$ cat src/pkg/acrb_map.vh
// Register map constants for the converter configuration register bank.
`ifndef ACRB_MAP_VH
`define ACRB_MAP_VH
`define ACRB_ADDR_W          3
`define ACRB_DATA_W          8
`define ACRB_REG_COUNT       5
`define ACRB_ADDR_INPUT_GAIN 3'h0
`define ACRB_ADDR_RATE_MODE  3'h1
`define ACRB_ADDR_FLAG_INTEG 3'h2
`define ACRB_ADDR_CUR_ROUTE  3'h3
`define ACRB_ADDR_PIN_IO     3'h4
`define ACRB_RESET_VALUE     8'h00
`define ACRB_UNMAPPED_READ   8'h00
`define ACRB_SEL_MSB         7
`define ACRB_SEL_LSB         4
`define ACRB_GAIN_MSB        3
`define ACRB_GAIN_LSB        1
`define ACRB_BYPASS_BIT      0
`define ACRB_READY_BIT       7
`define ACRB_REG2_WMASK      8'h7f
`define ACRB_REG3_WMASK      8'hfd
`define ACRB_REG4_WMASK      8'h7f
`define ACRB_SEL_SINGLE_LO   4'h8
`define ACRB_SEL_SINGLE_HI   4'hb
`define ACRB_SEL_REF_MON     4'hc
`define ACRB_SEL_SUP_MON     4'hd
`define ACRB_SEL_SHORTED     4'he
`define ACRB_SEL_RESERVED    4'hf
`define ACRB_GAIN_MAX_BYPASS 3'h2
`endif

$ cat src/design/acrb_gain_decode.v
// Gain and amplifier bypass decode for the analog front end.
`timescale 1ns/1ps
`default_nettype none
`include "acrb_map.vh"
module acrb_gain_decode (
  input  wire [2:0] i_gain_code,   // Gain field, power of two
  input  wire       i_bypass_req,  // Requested amplifier bypass
  output wire [7:0] o_gain_onehot, // One-hot gain, bit n means gain 2**n
  output wire       o_amp_enable,  // Low-noise amplifier enabled
  output wire       o_sc_gain      // Gain taken by switched capacitors
);
  assign o_gain_onehot = 8'h01 << i_gain_code;
  assign o_amp_enable  = ~i_bypass_req | (i_gain_code > `ACRB_GAIN_MAX_BYPASS);
  assign o_sc_gain     = ~o_amp_enable;
endmodule
`default_nettype wire

$ cat src/design/acrb_input_decode.v
// Input selector decode for the analog front end.
`timescale 1ns/1ps
`default_nettype none
`include "acrb_map.vh"
module acrb_input_decode (
  input  wire [3:0] i_sel,          // Input selector field
  output wire       o_differential, // Differential pair chosen
  output wire       o_single_ended, // Single input against negative supply
  output wire       o_ref_monitor,  // Quarter-scale reference monitor
  output wire       o_sup_monitor,  // Quarter-scale supply monitor
  output wire       o_shorted,      // Inputs shorted to mid-supply
  output wire       o_reserved      // Reserved code chosen
);
  assign o_differential = (i_sel < `ACRB_SEL_SINGLE_LO);
  assign o_single_ended = (i_sel >= `ACRB_SEL_SINGLE_LO) && (i_sel <= `ACRB_SEL_SINGLE_HI);
  assign o_ref_monitor  = (i_sel == `ACRB_SEL_REF_MON);
  assign o_sup_monitor  = (i_sel == `ACRB_SEL_SUP_MON);
  assign o_shorted      = (i_sel == `ACRB_SEL_SHORTED);
  assign o_reserved     = (i_sel == `ACRB_SEL_RESERVED);
endmodule
`default_nettype wire

$ cat src/design/acrb_register_bank.v
// Configuration register bank of a delta-sigma converter.
// Functional notes
// - There are exactly five eight-bit registers, reached only by register read and write commands.
// - Power-up and every reset clear all bits of all five registers to zero.
// - Power-down leaves every register value untouched.
// - Registers sit at addresses 0 to 4 with selector/gain/bypass, rate/mode, flags, routing and pin fields.
// - Register 0 bits 7:4 choose differential pairs, single inputs, monitors, shorted input or reserved.
// - Register 0 bits 3:1 give gain two to the power of the code, 1 up to 128.
// - Gains 1, 2 and 4 may run with the amplifier bypassed, using switched capacitors.
// - Register 0 bit 0 at zero keeps the amplifier on, at one bypasses it.
// - Gain codes for 8 and above keep the amplifier on whatever the bypass bit says.
// - Reads of an empty address return zero and writes there are dropped.
// - A write to any register but address 4 pulses a filter reset and conversion restart.
`timescale 1ns/1ps
`default_nettype none
`include "acrb_map.vh"
module acrb_register_bank #(
  parameter ADDR_W = `ACRB_ADDR_W,
  parameter DATA_W = `ACRB_DATA_W
) (
  input  wire              I_REF_CLK,         // 10 MHz clock
  input  wire              I_SRST,            // Synchronous reset, high
  input  wire              I_POWER_DOWN,      // Power-down mode level
  input  wire              I_RD_STB,          // Register read command pulse
  input  wire              I_WR_STB,          // Register write command pulse
  input  wire [ADDR_W-1:0] I_ADDR,            // Register address
  input  wire [DATA_W-1:0] I_WDATA,           // Write data
  input  wire              I_RESULT_READY,    // Conversion result ready pulse
  input  wire              I_RESULT_TAKEN,    // Conversion data read pulse
  output reg  [DATA_W-1:0] O_RDATA,           // Read data
  output reg               O_RDATA_VALID,     // Read data valid pulse
  output reg               O_FILTER_RESTART,  // Filter reset and conversion restart pulse
  output reg  [3:0]        O_INPUT_SELECTOR,  // Input selector field
  output reg  [7:0]        O_GAIN_ONEHOT,     // One-hot gain
  output reg               O_AMP_ENABLE,      // Amplifier enabled
  output reg               O_SC_GAIN,         // Switched-capacitor gain active
  output reg               O_SEL_DIFF,        // Differential pair chosen
  output reg               O_SEL_SINGLE,      // Single-ended input chosen
  output reg               O_SEL_REF_MON,     // Reference monitor chosen
  output reg               O_SEL_SUP_MON,     // Supply monitor chosen
  output reg               O_SEL_SHORTED,     // Shorted input chosen
  output reg               O_SEL_RESERVED,    // Reserved selector chosen
  output reg  [DATA_W-1:0] O_RATE_MODE,       // Register 1 contents
  output reg  [DATA_W-1:0] O_FLAG_INTEG,      // Register 2 contents
  output reg  [DATA_W-1:0] O_CUR_ROUTE,       // Register 3 contents
  output reg  [DATA_W-1:0] O_PIN_IO           // Register 4 contents
);
  // ****************************************
  // Register storage
  // ****************************************
  reg  [DATA_W-1:0] input_gain_config_reg;
  reg  [DATA_W-1:0] rate_mode_config_reg;
  reg  [DATA_W-1:0] flag_integrity_current_config_reg;
  reg  [DATA_W-1:0] current_routing_config_reg;
  reg  [DATA_W-1:0] pin_io_config_reg;
  reg  [DATA_W-1:0] rdata_next;
  reg               ready_flag_next;
  wire [7:0]        gain_onehot;
  wire              amp_enable;
  wire              sc_gain;
  wire              sel_diff;
  wire              sel_single;
  wire              sel_ref;
  wire              sel_sup;
  wire              sel_short;
  wire              sel_res;
  // Address hits and qualified write strobes.
  wire              hit_reg0;
  wire              hit_reg1;
  wire              hit_reg2;
  wire              hit_reg3;
  wire              hit_reg4;
  wire              wr_reg0;
  wire              wr_reg1;
  wire              wr_reg2;
  wire              wr_reg3;
  wire              wr_reg4;

  // Compares the bus address with one register offset.
  function addr_match;
    input [ADDR_W-1:0] addr;
    input [ADDR_W-1:0] offset;
    begin
      addr_match = (addr == offset);
    end
  endfunction

  // Merges written bits into a register, keeping read-only positions.
  function [DATA_W-1:0] merge_write;
    input [DATA_W-1:0] old_val;
    input [DATA_W-1:0] new_val;
    input [DATA_W-1:0] wmask;
    begin
      merge_write = (old_val & ~wmask) | (new_val & wmask);
    end
  endfunction

  // ****************************************
  // Ready flag
  // ****************************************
  // Hardware sets the ready flag; a set in the clearing cycle wins.
  // The clear comes when the conversion data are read out.
  always @* begin
    ready_flag_next = flag_integrity_current_config_reg[`ACRB_READY_BIT];
    if (I_RESULT_TAKEN) begin
      ready_flag_next = 1'b0;
    end
    if (I_RESULT_READY) begin
      ready_flag_next = 1'b1;
    end
  end

  // ****************************************
  // Address decode
  // ****************************************
  // Each write strobe is qualified once here and shared by the register blocks; the read path compares I_ADDR on its own.
  // address decode
  assign hit_reg0 = addr_match(I_ADDR, `ACRB_ADDR_INPUT_GAIN);
  assign hit_reg1 = addr_match(I_ADDR, `ACRB_ADDR_RATE_MODE);
  assign hit_reg2 = addr_match(I_ADDR, `ACRB_ADDR_FLAG_INTEG);
  assign hit_reg3 = addr_match(I_ADDR, `ACRB_ADDR_CUR_ROUTE);
  assign hit_reg4 = addr_match(I_ADDR, `ACRB_ADDR_PIN_IO);

  // Addresses 5 to 7 hit no register, so no strobe rises for them.
  // unmapped write dropped
  assign wr_reg0  = I_WR_STB & hit_reg0;
  assign wr_reg1  = I_WR_STB & hit_reg1;
  assign wr_reg2  = I_WR_STB & hit_reg2;
  assign wr_reg3  = I_WR_STB & hit_reg3;
  assign wr_reg4  = I_WR_STB & hit_reg4;

  // ****************************************
  // Write path
  // ****************************************
  // Power-down gates nothing here, so contents persist through it.
  // Register 0 feeds the front-end decoders directly.
  // clear on reset
  always @(posedge I_REF_CLK) begin
    if (I_SRST) begin
      input_gain_config_reg <= `ACRB_RESET_VALUE;
    end else if (wr_reg0) begin
      input_gain_config_reg <= I_WDATA;
    end
  end

  // Register 1 fields pass through untouched.
  always @(posedge I_REF_CLK) begin
    if (I_SRST) begin
      rate_mode_config_reg <= `ACRB_RESET_VALUE;
    end else if (wr_reg1) begin
      rate_mode_config_reg <= I_WDATA;
    end
  end

  // The ready flag keeps its own next value, also when the other bits are written.
  always @(posedge I_REF_CLK) begin
    if (I_SRST) begin
      flag_integrity_current_config_reg <= `ACRB_RESET_VALUE;
    end else if (wr_reg2) begin
      flag_integrity_current_config_reg <= merge_write({ready_flag_next,
        flag_integrity_current_config_reg[6:0]}, I_WDATA, `ACRB_REG2_WMASK);
    end else begin
      flag_integrity_current_config_reg[`ACRB_READY_BIT] <= ready_flag_next;
    end
  end

  always @(posedge I_REF_CLK) begin
    if (I_SRST) begin
      current_routing_config_reg <= `ACRB_RESET_VALUE;
    end else if (wr_reg3) begin
      current_routing_config_reg <= merge_write(current_routing_config_reg, I_WDATA, `ACRB_REG3_WMASK);
    end
  end

  // Bit 7 of register 4 is fixed at zero and never stored.
  always @(posedge I_REF_CLK) begin
    if (I_SRST) begin
      pin_io_config_reg <= `ACRB_RESET_VALUE;
    end else if (wr_reg4) begin
      pin_io_config_reg <= merge_write(pin_io_config_reg, I_WDATA, `ACRB_REG4_WMASK);
    end
  end

  // Address 4 is left out, so pin writes leave a conversion running.
  // restart on write
  always @(posedge I_REF_CLK) begin
    if (I_SRST) begin
      O_FILTER_RESTART <= 1'b0;
    end else begin
      O_FILTER_RESTART <= wr_reg0 | wr_reg1 | wr_reg2 | wr_reg3;
    end
  end

  // ****************************************
  // Read path
  // ****************************************
  always @* begin
    // Reads see each stored value masked to its readable bits.
    // unmapped reads zero
    rdata_next = `ACRB_UNMAPPED_READ;
    if (I_ADDR == `ACRB_ADDR_INPUT_GAIN) begin
      rdata_next = input_gain_config_reg;
    end else if (I_ADDR == `ACRB_ADDR_RATE_MODE) begin
      rdata_next = rate_mode_config_reg;
    end else if (I_ADDR == `ACRB_ADDR_FLAG_INTEG) begin
      rdata_next = flag_integrity_current_config_reg;
    end else if (I_ADDR == `ACRB_ADDR_CUR_ROUTE) begin
      rdata_next = current_routing_config_reg & `ACRB_REG3_WMASK;
    end else if (I_ADDR == `ACRB_ADDR_PIN_IO) begin
      rdata_next = pin_io_config_reg & `ACRB_REG4_WMASK;
    end
  end

  // ****************************************
  // Read data register
  // ****************************************
  always @(posedge I_REF_CLK) begin
    if (I_SRST) begin
      O_RDATA       <= `ACRB_RESET_VALUE;
      O_RDATA_VALID <= 1'b0;
    end else begin
      O_RDATA_VALID <= I_RD_STB;
      if (I_RD_STB) begin
        O_RDATA <= rdata_next;
      end
    end
  end

  // ****************************************
  // Front-end decode
  // ****************************************
  // Gain and bypass decode for the amplifier.
  acrb_gain_decode u_gain (
    .i_gain_code   (input_gain_config_reg[`ACRB_GAIN_MSB:`ACRB_GAIN_LSB]),
    .i_bypass_req  (input_gain_config_reg[`ACRB_BYPASS_BIT]),
    .o_gain_onehot (gain_onehot),
    .o_amp_enable  (amp_enable),
    .o_sc_gain     (sc_gain)
  );

  // Input selector decode.
  acrb_input_decode u_input (
    .i_sel          (input_gain_config_reg[`ACRB_SEL_MSB:`ACRB_SEL_LSB]),
    .o_differential (sel_diff),
    .o_single_ended (sel_single),
    .o_ref_monitor  (sel_ref),
    .o_sup_monitor  (sel_sup),
    .o_shorted      (sel_short),
    .o_reserved     (sel_res)
  );

  // Decoded controls are registered so every output leaves a flip-flop.
  // selector out
  always @(posedge I_REF_CLK) begin
    if (I_SRST) begin
      O_INPUT_SELECTOR <= 4'h0;
      O_SEL_DIFF       <= 1'b1;
      O_SEL_SINGLE     <= 1'b0;
      O_SEL_REF_MON    <= 1'b0;
      O_SEL_SUP_MON    <= 1'b0;
      O_SEL_SHORTED    <= 1'b0;
      O_SEL_RESERVED   <= 1'b0;
    end else begin
      O_INPUT_SELECTOR <= input_gain_config_reg[`ACRB_SEL_MSB:`ACRB_SEL_LSB];
      O_SEL_DIFF       <= sel_diff;
      O_SEL_SINGLE     <= sel_single;
      O_SEL_REF_MON    <= sel_ref;
      O_SEL_SUP_MON    <= sel_sup;
      O_SEL_SHORTED    <= sel_short;
      O_SEL_RESERVED   <= sel_res;
    end
  end

  always @(posedge I_REF_CLK) begin
    if (I_SRST) begin
      O_GAIN_ONEHOT <= 8'h01;
      O_AMP_ENABLE  <= 1'b1;
      O_SC_GAIN     <= 1'b0;
    end else begin
      O_GAIN_ONEHOT <= gain_onehot;
      O_AMP_ENABLE  <= amp_enable;
      O_SC_GAIN     <= sc_gain;
    end
  end

  always @(posedge I_REF_CLK) begin
    if (I_SRST) begin
      O_RATE_MODE  <= `ACRB_RESET_VALUE;
      O_FLAG_INTEG <= `ACRB_RESET_VALUE;
      O_CUR_ROUTE  <= `ACRB_RESET_VALUE;
      O_PIN_IO     <= `ACRB_RESET_VALUE;
    end else begin
      O_RATE_MODE  <= rate_mode_config_reg;
      O_FLAG_INTEG <= flag_integrity_current_config_reg;
      O_CUR_ROUTE  <= current_routing_config_reg & `ACRB_REG3_WMASK;
      O_PIN_IO     <= pin_io_config_reg & `ACRB_REG4_WMASK;
    end
  end

endmodule
`default_nettype wire

$ cat config.mk
export PLATFORM = sky130hd
export DESIGN_NAME = acrb_register_bank
export DESIGN_NICKNAME = d
export VERILOG_FILES = /design/src/design/acrb_gain_decode.v /design/src/design/acrb_input_decode.v /design/src/design/acrb_register_bank.v
export VERILOG_INCLUDE_DIRS = /design/src /design/src/pkg
export SDC_FILE = /design/constraint.sdc
export NUM_CORES = 1
export LEC_CHECK = 0
export ABC_AREA = 1
export BUFFER_PORTS_ARGS = -buffer_cell sky130_fd_sc_hd__buf_2
export CAP_MARGIN = 10
export CORE_MARGIN = 10
export CORE_UTILIZATION = 57
export CTS_CLUSTER_DIAMETER = 40
export DETAILED_ROUTE_END_ITERATION = 8
export PLACE_DENSITY_LB_ADDON = 0.08
export SKIP_LAST_GASP = 1
export SLEW_MARGIN = 10
export SYNTH_ARGS = -nofsm -noshare
export SYNTH_HDL_FRONTEND = slang
export SYNTH_HIERARCHICAL = 1
export SYNTH_SLANG_ARGS = --single-unit
$ cat constraint.sdc
create_clock -name I_REF_CLK -period 1.4 [get_ports I_REF_CLK]
set_input_delay 0.07 -clock I_REF_CLK [delete_from_list [all_inputs] [get_ports I_REF_CLK]]
set_output_delay 0.07 -clock I_REF_CLK [all_outputs]
set_load 0.03 [all_outputs]
Word level (Yosys, flattened, before mapping). Cells that the tools add are included.

Register bits: 102. Input port bits: 18. Word-level logic and storage cells: 62.

Magnitude comparators: 4. Equality and inequality tests: 8. Shift operators: 1. Mux-type cells: 8. Bitwise gates (word level): 14. Reduce and logical (&&, ||, !) cells: 2.

Operator list (count): $mux W8 (4); $eq A4 B4 Y1 const B (4); $or A8 B7 Y8 (2); $or A2 B8 Y8 (1); $shl A1 B3 Y8 const A (1); $mux W7 (1); $eq A3 B2 Y1 const B (2); $and A1 B1 Y1 (5); $ge A4 B4 Y1 const B (1); $le A4 B4 Y1 const B (1); $lt A4 B4 Y1 const B (1); $or A1 B1 Y1 (4); $eq A3 B1 Y1 const B (1); $eq A3 B3 Y1 const B (1); $gt A3 B2 Y1 const B (1); $logic_not A3 Y1 (1); $mux W1 (3); $not A1 Y1 (2); $logic_and A1 B1 Y1 (1).

Longest topological paths before layout.
Depth in word-level cells: 6. Depth in mapped cells: 7.

By module. The synthesis kept the hierarchy.

By module, submodules not included: acrb_register_bank (times used 1, cells an instance 415, area an instance 3484.6 sq um, seq. area each 1961.9 sq um); acrb_gain_decode (times used 1, cells an instance 19, area an instance 72.6 sq um, seq. area each 0.0 sq um); acrb_input_decode (times used 1, cells an instance 13, area an instance 51.3 sq um, seq. area each 0.0 sq um).

Worst setup path before layout. Ideal clock, no wire load.

Path type: register -> register. Start point: reg input_gain_config_reg[1]. End point: reg O_GAIN_ONEHOT[0]. Data arrival time: 0.796 ns. Required time: 1.277 ns. Setup slack: 0.481 ns. Cell stages (with the launch flop): 5. Path buffers: 0. Cell sequence: dfxtp_1 inv_1 nand2_1 nor2_1 or2_2.

Cells in the longest elaborated chain, start to end: 1.

Ends and longest elaborated chain: from (decl) (RTL line acrb_register_bank.v:51) `reg [DATA_W-1:0] input_gain_config_reg;`; from (signal assigned) (RTL line acrb_register_bank.v:140) `` input_gain_config_reg <= `ACRB_RESET_VALUE; ``; $shl A1 B3 Y8 (RTL line acrb_gain_decode.v:12) `assign o_gain_onehot = 8'h01 << i_gain_code;`; net gain_onehot[0] (RTL line acrb_register_bank.v:58) `wire [7:0] gain_onehot;`; to (signal assigned) (RTL line acrb_register_bank.v:280) `O_GAIN_ONEHOT <= gain_onehot;`; to (decl) (RTL line acrb_register_bank.v:34) `output reg [7:0] O_GAIN_ONEHOT,`.

The timed path passes the listed nets, and every way through them passes these cells. A chain may end at the register's enable or synchronous reset.

Worst setup path in the final report.
Start point: reg flag_integrity_current_config_reg[7]. End point: reg flag_integrity_current_config_reg[7].

Cells in the longest elaborated chain, start to end: 4.

Ends and longest elaborated chain: from (decl) (RTL line acrb_register_bank.v:53) `reg [DATA_W-1:0] flag_integrity_current_config_reg;`; from (signal assigned) (RTL line acrb_register_bank.v:158) `` flag_integrity_current_config_reg <= `ACRB_RESET_VALUE; ``; from (signal assigned) (RTL line acrb_register_bank.v:160) `flag_integrity_current_config_reg <= merge_write({ready_flag_next,`; from (signal, indexed assignment) (RTL line acrb_register_bank.v:163) `` flag_integrity_current_config_reg[`ACRB_READY_BIT] <= ready_flag_next; ``; $mux W1 (*) (RTL line acrb_register_bank.v:105) `if (I_RESULT_TAKEN) begin`; $mux W1 (*) (RTL line acrb_register_bank.v:108) `if (I_RESULT_READY) begin`; $or A8 B7 Y8 (RTL line acrb_register_bank.v:94) `merge_write = (old_val & ~wmask) | (new_val & wmask);`; $mux W1 (*) (RTL line acrb_register_bank.v:159) `end else if (wr_reg2) begin`.

Every way passes the cells marked *; elsewhere a longest branch is shown, timed or not.

==> out/results.txt <==
Syn Std Cell Area: 0.00361 mm2
Worst endpoint data arrival time: 1.59 ns
Critical Path RT: 1.71 ns
ANT nets after route: 0
CP dominant cell by count: nor2_1
Drt wl/cell: 14.6 um
Synth Instances: 447
Share of cells above drive strength 1: 0.224
1st-iter DRT viols: 120
Pre-CTS WS: 0.142 ns
DP HPWL: 6.32 mm
Mux contribution to synthesized area: 0
Skew final: 0.00869 ns
Final WL: 8.69 mm
Netlist cell types: 25
Cell area after layout: 0.00419 mm2
Synth Register Bits: 98
DR DRC count: 0
# nets final: 533
CTS tree: built
Hold Slack: 0.00215 ns
Post-synthesis xor/xnor area fraction: 0
PD cells: 1280 mW/mm2
Full die area: 0.00991 mm2
CP max stage delay: 0.55 ns
RSZ-0062 raised after global routing: no
Via density: 5.03
Setup bufs post-CTS: 0
Synth warnings: 6
# H-tree levels: 3
Fin crit period: 1.28 ns
FMAX: 781 MHz
Vias: 2986
Rows: 28
I/O Pins: 80
Finished Core Util: 0.696
Largest family of logic cells by synthesized area: simple AND/OR/NAND/NOR gates
Worst Slack Setup Final: 0.120 ns
Detailed Routing Iterations Pass 1: 4
Delay-heaviest family, CP: buffers and inverters
Core area: 0.00603 mm2
Setup_tns: 0 ns
Global-route usage over all layers: 0.176
Normalized max-slew margin: 0.633
Worst-Margin Slew: 0.550 ns
Die Wd: 99.6 um
Crit path kind: flop to flop
CTS sink count: 98
Status: complete, no violations
Die Ht: 99.6 um
Maximum vdd drop: 0.000832 V
Period utilization: 0.914
Number of buffers created by CTS: 9
Final setup fails: 0
Post-Synth Simple-Gate Area: 0.256
Synth Area per Inst: 8.07 um2
Worst setup SP type: flop
Crit path max fanout: 2
Input/output buffers: 76
WP buf/inv: 2
Compound-cell area share of the yosys netlist: 0.0929
Clock-pin slew on the worst setup and hold paths: 0.09 ns
Pleak: 1.86 nW
Skew-Pair Late Insertion Delay: 0.37 ns
CP max stage cell: dlygate4sd3_1
Worst Hold Class: input pin to flop
GP Congestion: 0.871
CP cell instances: inv_1, nor2_1, nor2_1, dlygate4sd3_1, nor2_1
Max capacitance violation total: 0
Initial Util: 0.599
Synth Area in Adders: 0
Max Slew Vio Count: 0
Register area share after synthesis: 0.544
Diodes inserted: 0
Clock root buffer: clkbuf_8
Fin. Hold Viols: 0
Largest net degree at the start of global routing: 39
Total congestion overflow: 0
Cell Area, Placed: 0.00395 mm2
Clk buf depth: 2
Area added between synthesis and finish: 16.2%
First-pass GRT wire length: 13.9 mm
Initial antenna violation count: 0
Crit path capture type: flop
Vias in the first global route: 2802
[per-layer routing]
layer / track usage / vias to the layer above / part of all wire
met5: 0 / - / 0
met4: 0.0816 / 0 / 0.018
met3: 0.0505 / 12 / 0.073
met2: 0.279 / 77 / 0.48
met1: 0.215 / 1362 / 0.42
li1: - / 1535 / -
[power by group]
part / switching [W] / internal, W / total [W]
registers: 0.0000445 / 0.00286 / 0.00291
logic: 0.000334 / 0.000127 / 0.000461
clock network: 0.000950 / 0.00105 / 0.00200
total: 0.00133 / 0.00404 / 0.00537
[through the flow]
step | total power (W) | instances
floorplan | 0.00330 | 448
global placement | 0.00342 | 577
detailed placement | 0.00343 | 577
CTS | 0.00538 | 594
global route | 0.00555 | 594
finish | 0.00537 | 594
[tightest hold or removal path: cells and delay by family]
| kind | cells | cell delay [ns] |
|---|---|---|
| AND/OR/NAND/NOR | 1 | 0.08 |
| AO/OA/AOI/OAI | 1 | 0.06 |
| buffers and inverters | 1 | 0.13 |
[cell usage after synthesis]
cell,instances,share of area
nor2_2,1,0.0017
or2_2,3,0.0052
nand4_1,6,0.010
inv_2,5,0.0052
conb_1,1,0.0010
o21ai_1,9,0.012
nor2_1,104,0.11
clkbuf_1,10,0.010
buf_6,6,0.019
nand2_2,1,0.0017
dfxtp_1,98,0.54
nor2_8,2,0.011
buf_2,7,0.0097
nand2_4,2,0.0062
nand3_4,1,0.0049
o21ai_0,27,0.037
nand2_1,23,0.024
a21oi_2,2,0.0049
nand3_2,2,0.0055
buf_4,2,0.0042
nor2_4,2,0.0062
o21ai_2,2,0.0049
inv_1,56,0.058
nand3_1,51,0.071
a21oi_1,24,0.033
[cell usage in the layout (no fill, tap or decap)]
cell / instances
nand4_1: 6
nand2_4: 2
conb_1: 2
o21ai_0: 27
clkbuf_1: 1
dfxtp_1: 98
nor2_8: 2
clkbuf_8: 10
o21ai_2: 2
nor2_1: 104
dlygate4sd3_1: 2
clkinv_4: 1
buf_2: 76
nand3_1: 51
a21oi_2: 2
nand3_4: 1
clkinvlp_4: 1
nor2_2: 1
nor2_4: 2
buf_4: 3
inv_2: 5
o21ai_1: 9
inv_1: 56
a21oi_1: 24
nand2_1: 23
nand3_2: 2
nand2_2: 1
or2_2: 3
bufinv_16: 2
[path summary, 6_finish.rpt]
| check | from | to | slack, ns | cells after the start |
|---|---|---|---|---|
| worst max-delay path | flag_integrity_current_config_reg[7] | flag_integrity_current_config_reg[7] | 0.12 | 5 |
| worst min-delay path | I_WDATA[7] | current_routing_config_reg[7] | 0.002 | 3 |
| worst max register to register | flag_integrity_current_config_reg[7] | flag_integrity_current_config_reg[7] | 0.12 | 5 |
| worst min register to register | flag_integrity_current_config_reg[5] | O_FLAG_INTEG[5] | 0.45 | 2 |
[cell families after synthesis]
kind of cell	after synthesis
compound gates	64
buf+inv	86
flops	98
other cells	1
simple gates	198
[final cells by class]
cell class / instances / area [um2]
inverters: 61 / 229
clock buffers: 11 / 141
repair buffers: 81 / 423
fillers: 533 / 1830
multi-input cells: 264 / 1270
flip-flops and latches: 98 / 1960
clock inverters: 4 / 76.3
well taps: 75 / 93.8
[timing repair]
action,CTS,global route
endpoints found under the hold margin,1,0
resized for setup,0,0
hold buffers,2,0
Note: power is estimated with default switching activity, not from simulation.
